<file path="src/core/pch_pkg.sv">
package pch_pkg;

  ////////////////////////////////////////////////////////////////////////////
  // Configuration offsets (byte addresses within the header)
  localparam logic [7:0] OFS_TENURE = 8'h0C;
  localparam logic [7:0] OFS_HEADER = 8'h0E;
  localparam logic [7:0] OFS_BASE = 8'h10;
  localparam logic [7:0] OFS_BOARD_ID = 8'h2C;
  localparam logic [7:0] OFS_CAP_PTR = 8'h34;
  localparam logic [7:0] OFS_PM_FIRST = 8'h44;
  localparam logic [7:0] OFS_PM_SECOND = 8'h48;

  ////////////////////////////////////////////////////////////////////////////
  // Field positions, fixed values and reset values
  localparam int TENURE_LSB = 8;
  localparam int LINE_SIZE_LSB = 0;
  localparam int HEADER_LANE_LSB = 8 * int'(OFS_HEADER[1:0]);
  localparam int BASE_PTR_LSB = 12;
  localparam logic [7:0] SELF_TEST_VALUE = 8'h00;
  localparam logic [7:0] HEADER_LAYOUT_VALUE = 8'h00;
  localparam logic [7:0] CAP_PTR_VALUE = OFS_PM_FIRST;
  localparam logic [15:0] TENURE_RESET = 16'h0000;
  localparam logic [31:0] BASE_RESET = 32'h0000_0000;
  localparam logic [31:0] PM_CTRL_RESET = 32'h0000_0000;
  localparam logic [31:0] TENURE_RW_MASK = 32'h0000_FFFF;
  localparam logic [31:0] BASE_RW_MASK = 32'hFFFF_F000;
  localparam logic [31:0] PM_CTRL_RW_MASK = 32'h0000_0003;

  ////////////////////////////////////////////////////////////////////////////
  // Timing
  localparam int CLK_PERIOD_NS = 4;
  localparam int EE_HALF_NS = 40;
  localparam logic [3:0] EE_HALF_CYCLES = 4'((EE_HALF_NS + CLK_PERIOD_NS - 1) / CLK_PERIOD_NS);
  localparam logic [5:0] EE_BITS = 6'h20;

  ////////////////////////////////////////////////////////////////////////////
  // Carriers and state
  typedef struct packed {
    logic rd;
    logic wr;
    logic [5:0] dw_addr;
    logic [3:0] be;
    logic [31:0] wdata;
  } pch_cfg_req_type;

  typedef struct packed {
    logic ack;
    logic [31:0] rdata;
  } pch_cfg_rsp_type;

  typedef struct packed {
    logic frame_start;
    logic gnt_n;
    logic done;
  } pch_init_type;

  typedef struct packed {
    logic [7:0] count;
    logic running;
    logic expired;
    logic end_req;
  } pch_tenure_state_type;

  typedef enum logic [1:0] {
    LOAD_IDLE = 2'b00,
    LOAD_SHIFT = 2'b01,
    LOAD_DONE = 2'b10
  } pch_load_state_type;

  typedef struct packed {
    pch_load_state_type state;
    logic [3:0] div;
    logic [5:0] bits;
    logic [31:0] word;
    logic sclk;
    logic cs;
    logic done;
  } pch_loader_state_type;

endpackage : pch_pkg

</file>
<file path="src/core/pch_config_regs.sv">
`timescale 1ns/100ps
// Overview of operation
// - Tenure limit counts PCI clocks that bound bus ownership as initiator.
// - Tenure counter restarts from zero when the initiator asserts FRAME#.
// - On expiry, transaction ends once the arbiter removes GNT#.
// - Line size setting drives line-oriented read and invalidate-write commands.
// - Self-test byte always reads zero: no built-in self-test.
// - Header layout byte always reads zero: standard single-function header.
// - Window base pointer, bits 31:12, is read-write.
// - Writing all ones then reading returns FFFF F000h: 4 Kbyte window.
// - Window size field, bits 11:4, is read-only zero.
// - Prefetchable flag reads zero: window is not prefetchable.
// - Locator type reads zero: 32-bit base anywhere in memory space.
// - Space indicator reads zero: window decodes in memory space.
// - Board and vendor identifiers load from serial memory; software cannot write.
// - Capability pointer is read-only and returns 44h.
// - Power management capability occupies configuration words at 44h and 48h.
module pch_config_regs #(
  parameter logic [31:0] PM_CAP_WORD = 32'h0000_0001 // Arbitrary fixed capability word
) (
  input wire logic clk,
  input wire logic nrst,
  input wire pch_pkg::pch_cfg_req_type cfg_req,
  output pch_pkg::pch_cfg_rsp_type cfg_rsp,
  input wire pch_pkg::pch_init_type init_status,
  output logic [7:0] line_size_setting,
  output logic [31:0] window_base_address,
  output logic [1:0] power_state,
  output logic tenure_expired,
  output logic tenure_end_request,
  input wire logic ee_sdi,
  output logic ee_sclk,
  output logic ee_cs,
  output logic board_id_loaded
);

  typedef struct packed {
    pch_pkg::pch_cfg_rsp_type rsp;
    logic [15:0] tenure_line;
    logic [31:0] base;
    logic [31:0] pm_ctrl;
  } pch_regs_type;

  pch_regs_type s_reg;
  pch_regs_type s_next;
  logic rst_meta_reg;
  logic rst_sync_reg;
  logic rst_n_sync;
  logic [31:0] byte_mask;
  logic [31:0] board_word;
  logic [31:0] read_word;
  logic hit_tenure;
  logic hit_base;
  logic hit_board;
  logic hit_cap;
  logic hit_pm_first;
  logic hit_pm_second;

  ////////////////////////////////////////////////////////////////////////////
  // Reset release
  // Assertion is asynchronous, release is aligned to clk to avoid removal races
  always_ff @(posedge clk or negedge nrst) begin
    if (!nrst) begin
      rst_meta_reg <= 1'b0;
      rst_sync_reg <= 1'b0;
    end else begin
      rst_meta_reg <= 1'b1;
      rst_sync_reg <= rst_meta_reg;
    end
  end

  assign rst_n_sync = rst_sync_reg;

  ////////////////////////////////////////////////////////////////////////////
  // Byte lane mask from the byte enables
  genvar lane;
  generate
    for (lane = 0; lane < 4; lane++) begin : g_lane
      assign byte_mask[8*lane +: 8] = {8{cfg_req.be[lane]}};
    end
  endgenerate

  // Merge only enabled lanes of writable bits; fixed bits keep their value
  function automatic logic [31:0] merge_write(
    input logic [31:0] old_value,
    input logic [31:0] new_value,
    input logic [31:0] lanes,
    input logic [31:0] rw_mask
  );
    logic [31:0] keep;
    keep = lanes & rw_mask;
    return (old_value & ~keep) | (new_value & keep);
  endfunction : merge_write

  ////////////////////////////////////////////////////////////////////////////
  // Address decode
  // The header byte pair shares the dword of the tenure register
  assign hit_tenure = (cfg_req.dw_addr == pch_pkg::OFS_TENURE[7:2]);
  assign hit_base = (cfg_req.dw_addr == pch_pkg::OFS_BASE[7:2]);
  assign hit_board = (cfg_req.dw_addr == pch_pkg::OFS_BOARD_ID[7:2]);
  assign hit_cap = (cfg_req.dw_addr == pch_pkg::OFS_CAP_PTR[7:2]);
  assign hit_pm_first = (cfg_req.dw_addr == pch_pkg::OFS_PM_FIRST[7:2]);
  assign hit_pm_second = (cfg_req.dw_addr == pch_pkg::OFS_PM_SECOND[7:2]);

  ////////////////////////////////////////////////////////////////////////////
  // Read data selection
  always_comb begin
    read_word = 32'h0000_0000;
    if (hit_tenure) begin
      read_word[15:0] = s_reg.tenure_line;
      read_word[pch_pkg::HEADER_LANE_LSB +: 8] = pch_pkg::HEADER_LAYOUT_VALUE;
      read_word[pch_pkg::HEADER_LANE_LSB + 8 +: 8] = pch_pkg::SELF_TEST_VALUE;
    end else if (hit_base) begin
      // Low twelve bits never store anything, so all-ones reads as FFFF F000h
      read_word = s_reg.base & pch_pkg::BASE_RW_MASK;
    end else if (hit_board) begin
      // A half-shifted word must never be seen, so hold zero until the load ends
      read_word = board_id_loaded ? board_word : 32'h0000_0000;
    end else if (hit_cap) begin
      read_word[7:0] = pch_pkg::CAP_PTR_VALUE;
    end else if (hit_pm_first) begin
      read_word = PM_CAP_WORD;
    end else if (hit_pm_second) begin
      read_word = s_reg.pm_ctrl & pch_pkg::PM_CTRL_RW_MASK;
    end
  end

  ////////////////////////////////////////////////////////////////////////////
  // Register update and answer
  // Every access is answered one cycle later; unmapped offsets read zero
  always_comb begin
    s_next = s_reg;
    s_next.rsp.ack = cfg_req.rd || cfg_req.wr;
    s_next.rsp.rdata = cfg_req.rd ? read_word : 32'h0000_0000;
    if (cfg_req.wr) begin
      if (hit_tenure) begin
        // Header and self-test lanes fall outside the mask and are dropped
        s_next.tenure_line = 16'(merge_write({16'h0000, s_reg.tenure_line}, cfg_req.wdata,
                                             byte_mask, pch_pkg::TENURE_RW_MASK));
      end
      if (hit_base) begin
        s_next.base = merge_write(s_reg.base, cfg_req.wdata, byte_mask,
                                  pch_pkg::BASE_RW_MASK);
      end
      if (hit_pm_second) begin
        s_next.pm_ctrl = merge_write(s_reg.pm_ctrl, cfg_req.wdata, byte_mask,
                                     pch_pkg::PM_CTRL_RW_MASK);
      end
    end
  end

  // All writable fields clear on reset
  always_ff @(posedge clk or negedge rst_n_sync) begin
    if (!rst_n_sync) begin
      s_reg.rsp <= '0;
      s_reg.tenure_line <= pch_pkg::TENURE_RESET;
      s_reg.base <= pch_pkg::BASE_RESET;
      s_reg.pm_ctrl <= pch_pkg::PM_CTRL_RESET;
    end else begin
      s_reg <= s_next;
    end
  end

  ////////////////////////////////////////////////////////////////////////////
  // Outputs to the transfer engines and the window decoder
  assign cfg_rsp = s_reg.rsp;
  assign line_size_setting = s_reg.tenure_line[pch_pkg::LINE_SIZE_LSB +: 8];
  // The decoder must also see the memory response enable, which lives elsewhere
  assign window_base_address = s_reg.base & pch_pkg::BASE_RW_MASK;
  assign power_state = s_reg.pm_ctrl[1:0];

  ////////////////////////////////////////////////////////////////////////////
  // Tenure limit and identity load
  pch_tenure_timer u_tenure (
    .clk(clk),
    .rst_n(rst_n_sync),
    .limit(s_reg.tenure_line[pch_pkg::TENURE_LSB +: 8]),
    .init(init_status),
    .expired(tenure_expired),
    .end_request(tenure_end_request)
  );

  // Identifiers read zero until the load completes
  pch_id_loader u_loader (
    .clk(clk),
    .rst_n(rst_n_sync),
    .ee_sdi(ee_sdi),
    .ee_sclk(ee_sclk),
    .ee_cs(ee_cs),
    .word(board_word),
    .done(board_id_loaded)
  );
endmodule : pch_config_regs

</file>
<file path="src/core/pch_id_loader.sv">
`timescale 1ns/100ps
module pch_id_loader (
  input wire logic clk,
  input wire logic rst_n,
  input wire logic ee_sdi,
  output logic ee_sclk,
  output logic ee_cs,
  output logic [31:0] word,
  output logic done
);

  pch_pkg::pch_loader_state_type s_reg;
  pch_pkg::pch_loader_state_type s_next;

  // Shift one identification word in from the serial memory after reset
  always_comb begin
    s_next = s_reg;
    unique case (s_reg.state)
      pch_pkg::LOAD_IDLE: begin
        s_next.state = pch_pkg::LOAD_SHIFT;
        s_next.cs = 1'b1;
        s_next.div = 4'h0;
        s_next.bits = 6'h00;
      end
      pch_pkg::LOAD_SHIFT: begin
        if (s_reg.div == pch_pkg::EE_HALF_CYCLES - 4'h1) begin
          s_next.div = 4'h0;
          s_next.sclk = ~s_reg.sclk;
          if (!s_reg.sclk) begin
            // Sample on the rising edge; the memory moves data on the falling one
            s_next.word = {s_reg.word[30:0], ee_sdi};
            s_next.bits = s_reg.bits + 6'h01;
          end else if (s_reg.bits == pch_pkg::EE_BITS) begin
            s_next.state = pch_pkg::LOAD_DONE;
            s_next.cs = 1'b0;
            s_next.done = 1'b1;
          end
        end else begin
          s_next.div = s_reg.div + 4'h1;
        end
      end
      pch_pkg::LOAD_DONE: begin
        s_next = s_reg;
      end
      default: begin
        s_next.state = pch_pkg::LOAD_IDLE;
      end
    endcase
  end

  always_ff @(posedge clk or negedge rst_n) begin
    if (!rst_n) begin
      s_reg <= '0;
    end else begin
      s_reg <= s_next;
    end
  end

  assign ee_sclk = s_reg.sclk;
  assign ee_cs = s_reg.cs;
  assign word = s_reg.word;
  assign done = s_reg.done;

endmodule : pch_id_loader

</file>
<file path="src/core/pch_tenure_timer.sv">
`timescale 1ns/100ps
module pch_tenure_timer (
  input wire logic clk,
  input wire logic rst_n,
  input wire logic [7:0] limit,
  input wire pch_pkg::pch_init_type init,
  output logic expired,
  output logic end_request
);

  pch_pkg::pch_tenure_state_type s_reg;
  pch_pkg::pch_tenure_state_type s_next;

  // Count bus ownership from the start of each initiator tenure
  always_comb begin
    s_next = s_reg;
    if (init.frame_start) begin
      s_next.count = 8'h00;
      s_next.running = 1'b1;
    end else if (s_reg.running) begin
      if (init.done) begin
        s_next.running = 1'b0;
      end else if (s_reg.count != 8'hFF) begin
        s_next.count = s_reg.count + 8'h01;
      end
    end
    // A limit of zero expires at once, giving up the bus as soon as grant drops
    s_next.expired = s_next.running && (s_next.count >= limit);
    s_next.end_req = s_reg.expired && s_reg.running && init.gnt_n && !init.done
                     && !init.frame_start;
  end

  always_ff @(posedge clk or negedge rst_n) begin
    if (!rst_n) begin
      s_reg <= '0;
    end else begin
      s_reg <= s_next;
    end
  end

  assign expired = s_reg.expired;
  assign end_request = s_reg.end_req;
endmodule : pch_tenure_timer

</file>
<file path="config.mk">
export PLATFORM = sky130hd
export DESIGN_NAME = pch_config_regs
export DESIGN_NICKNAME = d
export VERILOG_FILES = /design/src/core/pch_pkg.sv /design/src/core/pch_config_regs.sv /design/src/core/pch_id_loader.sv /design/src/core/pch_tenure_timer.sv
export SDC_FILE = /design/constraint.sdc
export NUM_CORES = 1
export LEC_CHECK = 0
export ABC_AREA = 1
export BUFFER_PORTS_ARGS = -buffer_cell sky130_fd_sc_hd__buf_2
export CAP_MARGIN = 5
export CORE_MARGIN = 2
export CORE_UTILIZATION = 44
export DETAILED_ROUTE_END_ITERATION = 10
export PLACE_DENSITY = 0.64
export SYNTH_ARGS = -nofsm -noshare
export SYNTH_HDL_FRONTEND = slang
export SYNTH_SLANG_ARGS = --single-unit
</file>
<file path="constraint.sdc">
create_clock -name clk -period 5 [get_ports clk]
set_clock_uncertainty 0.2 [all_clocks]
set_input_delay 1 -clock clk [delete_from_list [all_inputs] [get_ports clk]]
set_output_delay 1 -clock clk [all_outputs]
set_load 0.01 [all_outputs]
</file>
==> summary.txt, run 1 <==
Status
  • Status: finished clean

Critical path
  • WP data arrival: 2.64 ns
  • R2r endpoint: u_loader.word[7]$_DFFE_PN0P_
  • Crit Path Category: reg -> reg
  • WP data required: 5.07 ns
  • FF-to-FF path depth: 6
  • Setup crit start kind: flip-flop
  • CP max FO: 43
  • Critical path endpoint category: flip-flop
  • RR Startpoint: u_loader.s_reg[46]$_DFFE_PN0P_
  • R2r setup slk: 2.43 ns

Timing
  • Slew at the pin closest to its max-slew limit: 0.767 ns
  • Setup Viol. Count Final: 0
  • Final hold violation count: 0
  • RSZ-0062 raised after global routing: no
  • Max Slew Vio Count: 0
  • Worst rel slew slack: 0.487
  • Fin crit period: 2.57 ns
  • Max Freq: 0.390 GHz
  • Final Cycle Share: 0.513
  • Setup tns final: 0 ns

Run
  • Max Cap Viol: 0

Synth
  • Synth Cell Area: 6450 um^2
  • Warnings, synthesis: 0
  • FF+latch count, synth: 131
  • Area share of the largest cell type after synthesis: 0.508
  • Library cells used by synthesis: 36
  • Avg Cell Area, Syn: 8.49 um^2
  • Area contributors post-synth: dfrtp_1 (51%), nand2_1 (14%), buf_4 (9.0%), nand3_1 (5.7%), inv_1 (3.5%)
  • Synth area leader: dfrtp_1
  • Seq/Total Area, Yosys: 0.508
  • Mapped Cells: 760

Global route
  • Largest net degree at the start of global routing: 49
  • First-pass GRT wire length: 22,600 um
  • M1 GR Usage: 0.242
  • M3 GR Usage: 0.0445
  • Gr ovfl total: 0
  • GR Util met2: 0.286
  • GR Util All Layers: 0.181
  • Number of global-route vias before repair: 4,566
  • Initial antenna violation count: 0
  • Layer with the highest usage: met2

Clocking
  • TritonCTS buffer count: 17
  • TritonCTS clock tree: yes
  • PostCTS Resize Cnt: 0
  • CTS H-tree depth: 4
  • Clk_lat worst skew: 0.42 ns
  • Root buf cell: clkbuf_16
  • Clock Path Buffers: 2
  • Cts hold-fix bufs: 0
  • Postcts setup bufs: 0
  • Clock slew at reported path FFs: 0.06 ns
  • Clock sinks: 131

Die
  • Starting density of the core: 0.447
  • Die span in x: 125 um
  • Die Y: 125 um
  • Die area: 15,600 um^2
  • # rows: 44
  • Placeable Area: 14,400 um^2
  • Io pins: 130

Finish
  • Leading cell type in the layout, fill and taps excluded: nand2_1
  • Inserted Diodes: 0
  • Post-layout util: 0.511
  • Fin nets: 880
  • Number of fill cells: 1,406
  • Layout area overhead: 14.3%
  • Commonest cells after routing, fill and taps aside: nand2_1 (238), dfrtp_1 (130), buf_2 (117), nand3_1 (74), inv_1 (60)
  • Layout cells sized above 1: 0.218

Placed design
  • GPL Wtd Cong: 0.783
  • Port bufs: 117
  • Dpl hpwl: 9760 um

Routing
  • Via count: 4,782
  • Iter 0 DRT Violations: 306
  • Vias per inst: 4.72
  • DRT Wirelength: 13,700 um
  • First-pass DRT Iterations: 5
  • Routed WL per cell: 13.5 um
  • DRC Markers: 0
  • ANT nets after route: 0

Pwr
  • Leak: 4.08 nW
  • P per Cell Area: 372 nW/um^2
  • Worst vdd ir: 0.210 mV

Hold path
  • Worst min-delay path category: in -> async
-- stage by stage --
step / area [um^2] / setup slack, ns / cells / power, mW / hold WS [ns]
after floorplan: 6490 / 0.880 / 771 / 1.27 / 0.131
after global placement: 6680 / 2.11 / 982 / 1.31 / 0.135
after detailed placement: 6680 / 2.07 / 982 / 1.31 / 0.142
after CTS: 7370 / 2.44 / 1014 / 2.77 / 0.136
after global routing: 7370 / 2.18 / 1014 / 2.85 / 0.142
final: 7370 / 2.43 / 1014 / 2.74 / 0.152
-- power by group --
group	internal, mW	switching [mW]
logic	0.0597	0.102
clock network	0.996	0.458
registers	1.09	0.0330
-- area by class of cell --
cell class	instances	area (um^2)	share of cell area
flip-flops and latches	131	3280	0.445
multi-input cells	481	2300	0.312
repair buffers	120	608	0.0825
clock buffers	18	439	0.0596
clock inverters	14	258	0.0350
inverters	66	253	0.0343
well taps	184	230	0.0312
-- how the worst max path moves through the flow --
stage / from / end / slack [ns] / cells past startpoint
finish: u_loader.s_reg[46]$_DFFE_PN0P_ / u_loader.word[7]$_DFFE_PN0P_ / 2.43 / 6
global route: u_loader.s_reg[46]$_DFFE_PN0P_ / u_loader.word[3]$_DFFE_PN0P_ / 2.18 / 6
CTS: u_loader.s_reg[46]$_DFFE_PN0P_ / u_loader.word[7]$_DFFE_PN0P_ / 2.44 / 6
detailed placement: init_status[0] / u_tenure.expired$_DFF_PN0_ / 2.07 / 14
global placement: init_status[0] / u_tenure.expired$_DFF_PN0_ / 2.11 / 14
floorplan: rst_n_sync$_DFF_PN0_ / asynchronous set/reset pin / 0.88 / 0
-- cells by family (layout without fill, tap and decap cells) --
| family | after synthesis | after routing | share of synthesized area |
|---|---|---|---|
| fa+ha+maj | 13 | 13 | 0.0252 |
| compound gates | 74 | 74 | 0.0642 |
| buf+inv | 159 | 218 | 0.141 |
| other cells | 2 | 13 | 0.00116 |
| simple gates | 377 | 377 | 0.255 |
| xor+xnor | 4 | 4 | 0.00543 |
| flops | 131 | 131 | 0.508 |
-- cells in the mapped netlist --
cell type,instances
xnor2_1,1
nand4_1,10
nand3_4,1
nor3b_1,1
conb_1,2
inv_2,3
nand2_4,1
nand2_1,238
nor2_1,33
clkbuf_1,4
o21ai_1,8
clkinv_1,2
or2_2,1
o21bai_1,2
a21oi_1,27
nand2_2,5
nor2_8,1
buf_4,77
buf_6,1
buf_2,11
a31oi_1,1
o21ai_0,24
xor2_1,3
ha_1,13
nand3b_1,2
dfrtp_1,131
nor3_1,3
nand3_1,74
nor2_2,2
clkinv_4,1
o211ai_1,1
nor2_4,5
o21a_1,1
o21ai_2,8
o22ai_1,2
inv_1,60
-- worst max-delay path, stage by stage (launching register included) --
cell     delay [ns]
dfrtp_1        0.48
nor2_4         0.25
inv_2          0.08
nor2_4         0.47
nand2_2        0.62
nor2_1         0.24
a21oi_1        0.06
-- per-layer routing --
layer	routed length, um	up-vias	part of all wire
li1	-	2441	-
met1	6430	2183	0.47
met2	6250	137	0.46
met3	808	21	0.059
met4	227	0	0.017
met5	0	-	0
Power figures use the tool's default switching activity.
==> run 2, diff against run 1 <==
- ABC_AREA: 1 -> 0
- PLACE_DENSITY: 0.64 -> 0.65
- clock period: 5 -> 2.5 ns (I/O delays scaled with it)
==> run 2 against run 1 <==
  * Global-route usage grew 0.12 points
  * Synthesized cell count shrank 31%
  * Flip-flop and latch count is the same
  * Wire length shrank 5.0%
  * Die area shrank 4.6%
  * Design area shrank 1.7%
  * Clock-buffer cell count grew 3
  * Critical endpoint is now u_tenure.expired$_DFF_PN0_
  * Highest routed layer unchanged
==> summary.txt, run 2 <==
Routing
  • Vias per inst: 5.14 (was 4.72)
  • Via count: 4,079 (was 4,782)
  • DRT Wirelength: 13,000 um (was 13,700 um)
  • First-pass DRT Iterations: 4 (was 5)
  • Iter 0 DRT Violations: 197 (was 306)
  • DRC Markers: 0 (unchanged)
  • Routed WL per cell: 16.4 um (was 13.5 um)
  • ANT nets after route: 0 (unchanged)

Synth
  • Area contributors post-synth: dfrtp_1 (53%), mux2_2 (13%), buf_4 (9.2%), a22oi_1 (3.1%), ha_1 (2.6%) (was dfrtp_1 (51%), nand2_1 (14%), buf_4 (9.0%), nand3_1 (5.7%), inv_1 (3.5%))
  • Adder-Cell Fraction of Synth Area: 0.0265 (was 0.0252)
  • Area share of the largest cell type after synthesis: 0.533 (was 0.508)
  • Most used DFF post-synth: dfrtp_1 (unchanged)
  • FF+latch count, synth: 131 (unchanged)
  • Commonest cells post-synth: dfrtp_1 (131), buf_4 (75), mux2_2 (71) (was nand2_1 (238), dfrtp_1 (131), buf_4 (77))
  • Warnings, synthesis: 0 (unchanged)
  • Fraction of registers with async set/reset: 1.00 (unchanged)
  • Library cells used by synthesis: 44 (was 36)
  • Most frequent cell after synthesis: dfrtp_1 (was nand2_1)
  • Largest family of logic cells by synthesized area: multiplexers (was simple AND/OR/NAND/NOR gates)
  • Area fraction in compound gates after synthesis: 0.0833 (was 0.0642)
  • Avg Cell Area, Syn: 11.8 um^2 (was 8.49 um^2)
  • Mapped Cells: 522 (was 760)
  • Synth area leader: dfrtp_1 (unchanged)
  • Number of synthesized flops with an enable pin: 0 (unchanged)
  • Simple-Gate Fraction of Synth Area: 0.105 (was 0.255)
  • Seq/Total Area, Yosys: 0.533 (was 0.508)
  • Synth Area in XOR/XNOR: 0.00143 (was 0.00543)
  • Mux contribution to synthesized area: 0.137 (was 0)
  • Synth Cell Area: 6150 um^2 (was 6450 um^2)

Clocking
  • TritonCTS buffer count: 17 (unchanged)
  • Root buf cell: clkbuf_16 (unchanged)
  • Clock sinks: 131 (unchanged)
  • Clock Path Buffers: 2 (unchanged)
  • Clock slew at reported path FFs: 0.05 ns (was 0.06 ns)
  • CTS H-tree depth: 4 (unchanged)
  • Clk_lat worst skew: 0.42 ns (about the same)
  • TritonCTS clock tree: yes (unchanged)

Placed design
  • GPL Wtd Cong: 0.843 (was 0.783)
  • Dpl hpwl: 9290 um (was 9760 um)
  • Port bufs: 117 (unchanged)
  • Dpl cell area: 6560 um^2 (was 6680 um^2)
  • Cells after DPL: 756 (was 982)

Die
  • Io pins: 130 (unchanged)
  • # rows: 43 (was 44)
  • Die area: 14,900 um^2 (was 15,600 um^2)
  • Placeable Area: 13,800 um^2 (was 14,400 um^2)
  • Starting density of the core: 0.446 (was 0.447)
  • Die span in x: 122 um (was 125 um)
  • Die Y: 122 um (was 125 um)

Critical path
  • Crit Path Category: reg -> reg (unchanged)
  • Cell Chain, Critical Path: ha_2, buf_4, nand4b_1, nor4b_2, nor3_2, ha_1, nor2b_1, a2111oi_4, a21oi_2 (was nor2_4, inv_2, nor2_4, nand2_2, nor2_1, a21oi_1)
  • Critical path endpoint category: flip-flop (unchanged)
  • CP max FO: 5 (was 43)
  • Slowest CP cell: dfrtp_1 (was nand2_2)
  • Bufs and invs on worst path: 1 (unchanged)
  • Setup crit start kind: flip-flop (unchanged)
  • WP data required: 2.59 ns (was 5.07 ns)
  • Crit path max-delay family: simple AND/OR/NAND/NOR gates (unchanged)
  • WP data arrival: 2.59 ns (was 2.64 ns)
  • Crit-path max cell delay: 0.38 ns (was 0.62 ns)

Pwr
  • Worst vdd ir: 0.428 mV (was 0.210 mV)
  • Leak: 3.67 nW (was 4.08 nW)
  • P per Cell Area: 711 nW/um^2 (was 372 nW/um^2)
  • Total power: 5.15 mW (was 2.74 mW)

Timing
  • Setup Viol. Count Final: 0 (unchanged)
  • Final Cycle Share: 1.00 (was 0.513)
  • Max Slew Vio Count: 0 (unchanged)
  • Max Freq: 0.400 GHz (was 0.390 GHz)
  • Fin crit period: 2.50 ns (was 2.57 ns)
  • Final hold violation count: 0 (unchanged)
  • Slew at the pin closest to its max-slew limit: 0.543 ns (was 0.767 ns)
  • Worst hold slack: 0.111 ns (was 0.152 ns)
  • RSZ-0062 raised after global routing: yes (was no)
  • Worst rel slew slack: 0.638 (was 0.487)

Finish
  • Commonest cells after routing, fill and taps aside: dfrtp_1 (130), buf_2 (117), mux2_2 (71), nor2_1 (39), a22oi_1 (25) (was nand2_1 (238), dfrtp_1 (130), buf_2 (117), nand3_1 (74), inv_1 (60))
  • Multi-input gate area: 2280 um^2 (was 2300 um^2)
  • Fin nets: 660 (was 880)
  • Post-layout util: 0.526 (was 0.511)
  • Final instance area: 7250 um^2 (was 7370 um^2)
  • Layout Cells excl Fill: 793 (was 1,014)
  • Leading cell type in the layout, fill and taps excluded: dfrtp_1 (was nand2_1)
  • Register area: 3280 um^2 (unchanged)
  • Layout cells sized above 1: 0.426 (was 0.218)
  • Number of fill cells: 1,221 (was 1,406)
  • Layout area overhead: 17.9% (was 14.3%)

Global route
  • GR Util All Layers: 0.182 (was 0.181)
  • Initial antenna violation count: 2 (was 0)
  • Largest net degree at the start of global routing: 61 (was 49)
  • First-pass GRT wire length: 20,700 um (was 22,600 um)
  • Number of global-route vias before repair: 4,148 (was 4,566)
  • Gr ovfl total: 0 (unchanged)

Status
  • Status: finished clean (unchanged)

Hold path
  • Worst min-delay path category: in -> reg (was in -> async)

Run
  • Max Cap Viol: 0 (unchanged)
## run 2: final timing paths
path,slack (ns),cells past startpoint,to,from
worst max register to register,0.0004,9,u_tenure.expired$_DFF_PN0_,u_tenure.s_reg[4]$_DFF_PN0_
worst max-delay path,0.0004,9,u_tenure.expired$_DFF_PN0_,u_tenure.s_reg[4]$_DFF_PN0_
worst min register to register,0.12,0,u_loader.s_reg[37]$_DFFE_PN0P_,rst_n_sync$_DFF_PN0_
worst min-delay path,0.11,2,flip-flop,cfg_req[26]
min in group asynchronous,0.12,0,u_loader.s_reg[37]$_DFFE_PN0P_,rst_n_sync$_DFF_PN0_
max in group asynchronous,1.18,1,cfg_rsp[22]$_DFF_PN0_,rst_n_sync$_DFF_PN0_
## run 2: report_power, final
part	leakage (nW)	internal [mW]	switching (mW)
sequential	1.76	2.19	0.0651
clock	0.306	1.71	0.872
combinational	1.60	0.152	0.164
total	3.67	4.05	1.10
## run 2: kinds of logic after synthesis
family,after synthesis
AO/OA/AOI/OAI,76
other,2
multiplexers,75
AND/OR/NAND/NOR,117
adder cells (fa/ha/maj),13
flip-flops,131
buffers and inverters,107
XOR/XNOR,1
## run 2: area by class of cell
class | instances | share of cell area
diodes | 3 | 0.00104
flip-flops and latches | 131 | 0.453
inverters | 12 | 0.00622
multi-input cells | 295 | 0.315
clock buffers | 21 | 0.0635
repair buffers | 140 | 0.108
clock inverters | 11 | 0.0218
well taps | 180 | 0.0311
## run 2: through the flow
stage | setup slack (ns) | setup TNS [ns]
2_1_floorplan | 0.0164 | 0
3_3_place_gp | -0.188 | -0.188
3_5_place_dp | -0.209 | -0.209
4_1_cts | 0.00797 | 0
5_1_grt | -0.107 | -0.107
6_report | 0.000388 | 0
## run 2: metal layers
layer  wire, um  up-vias  share of wire  global-route usage
li1           -     1919              -                   -
met4        150        0          0.012              0.0661
met3        763       14          0.059              0.0590
met2       6470      111           0.50               0.293
met1       5650     2035           0.43               0.230
met5          0        -              0                   0
## run 2: repair_timing
item | in CTS | in global routing
gates resized for setup | 3 | 4
buffers inserted | 0 | 1
setup endpoints to repair | 1 | 1
hold buffers | 1 | 0
pin swaps | 1 | 5
cloned | 0 | 0
hold endpoints to repair | 2 | 0
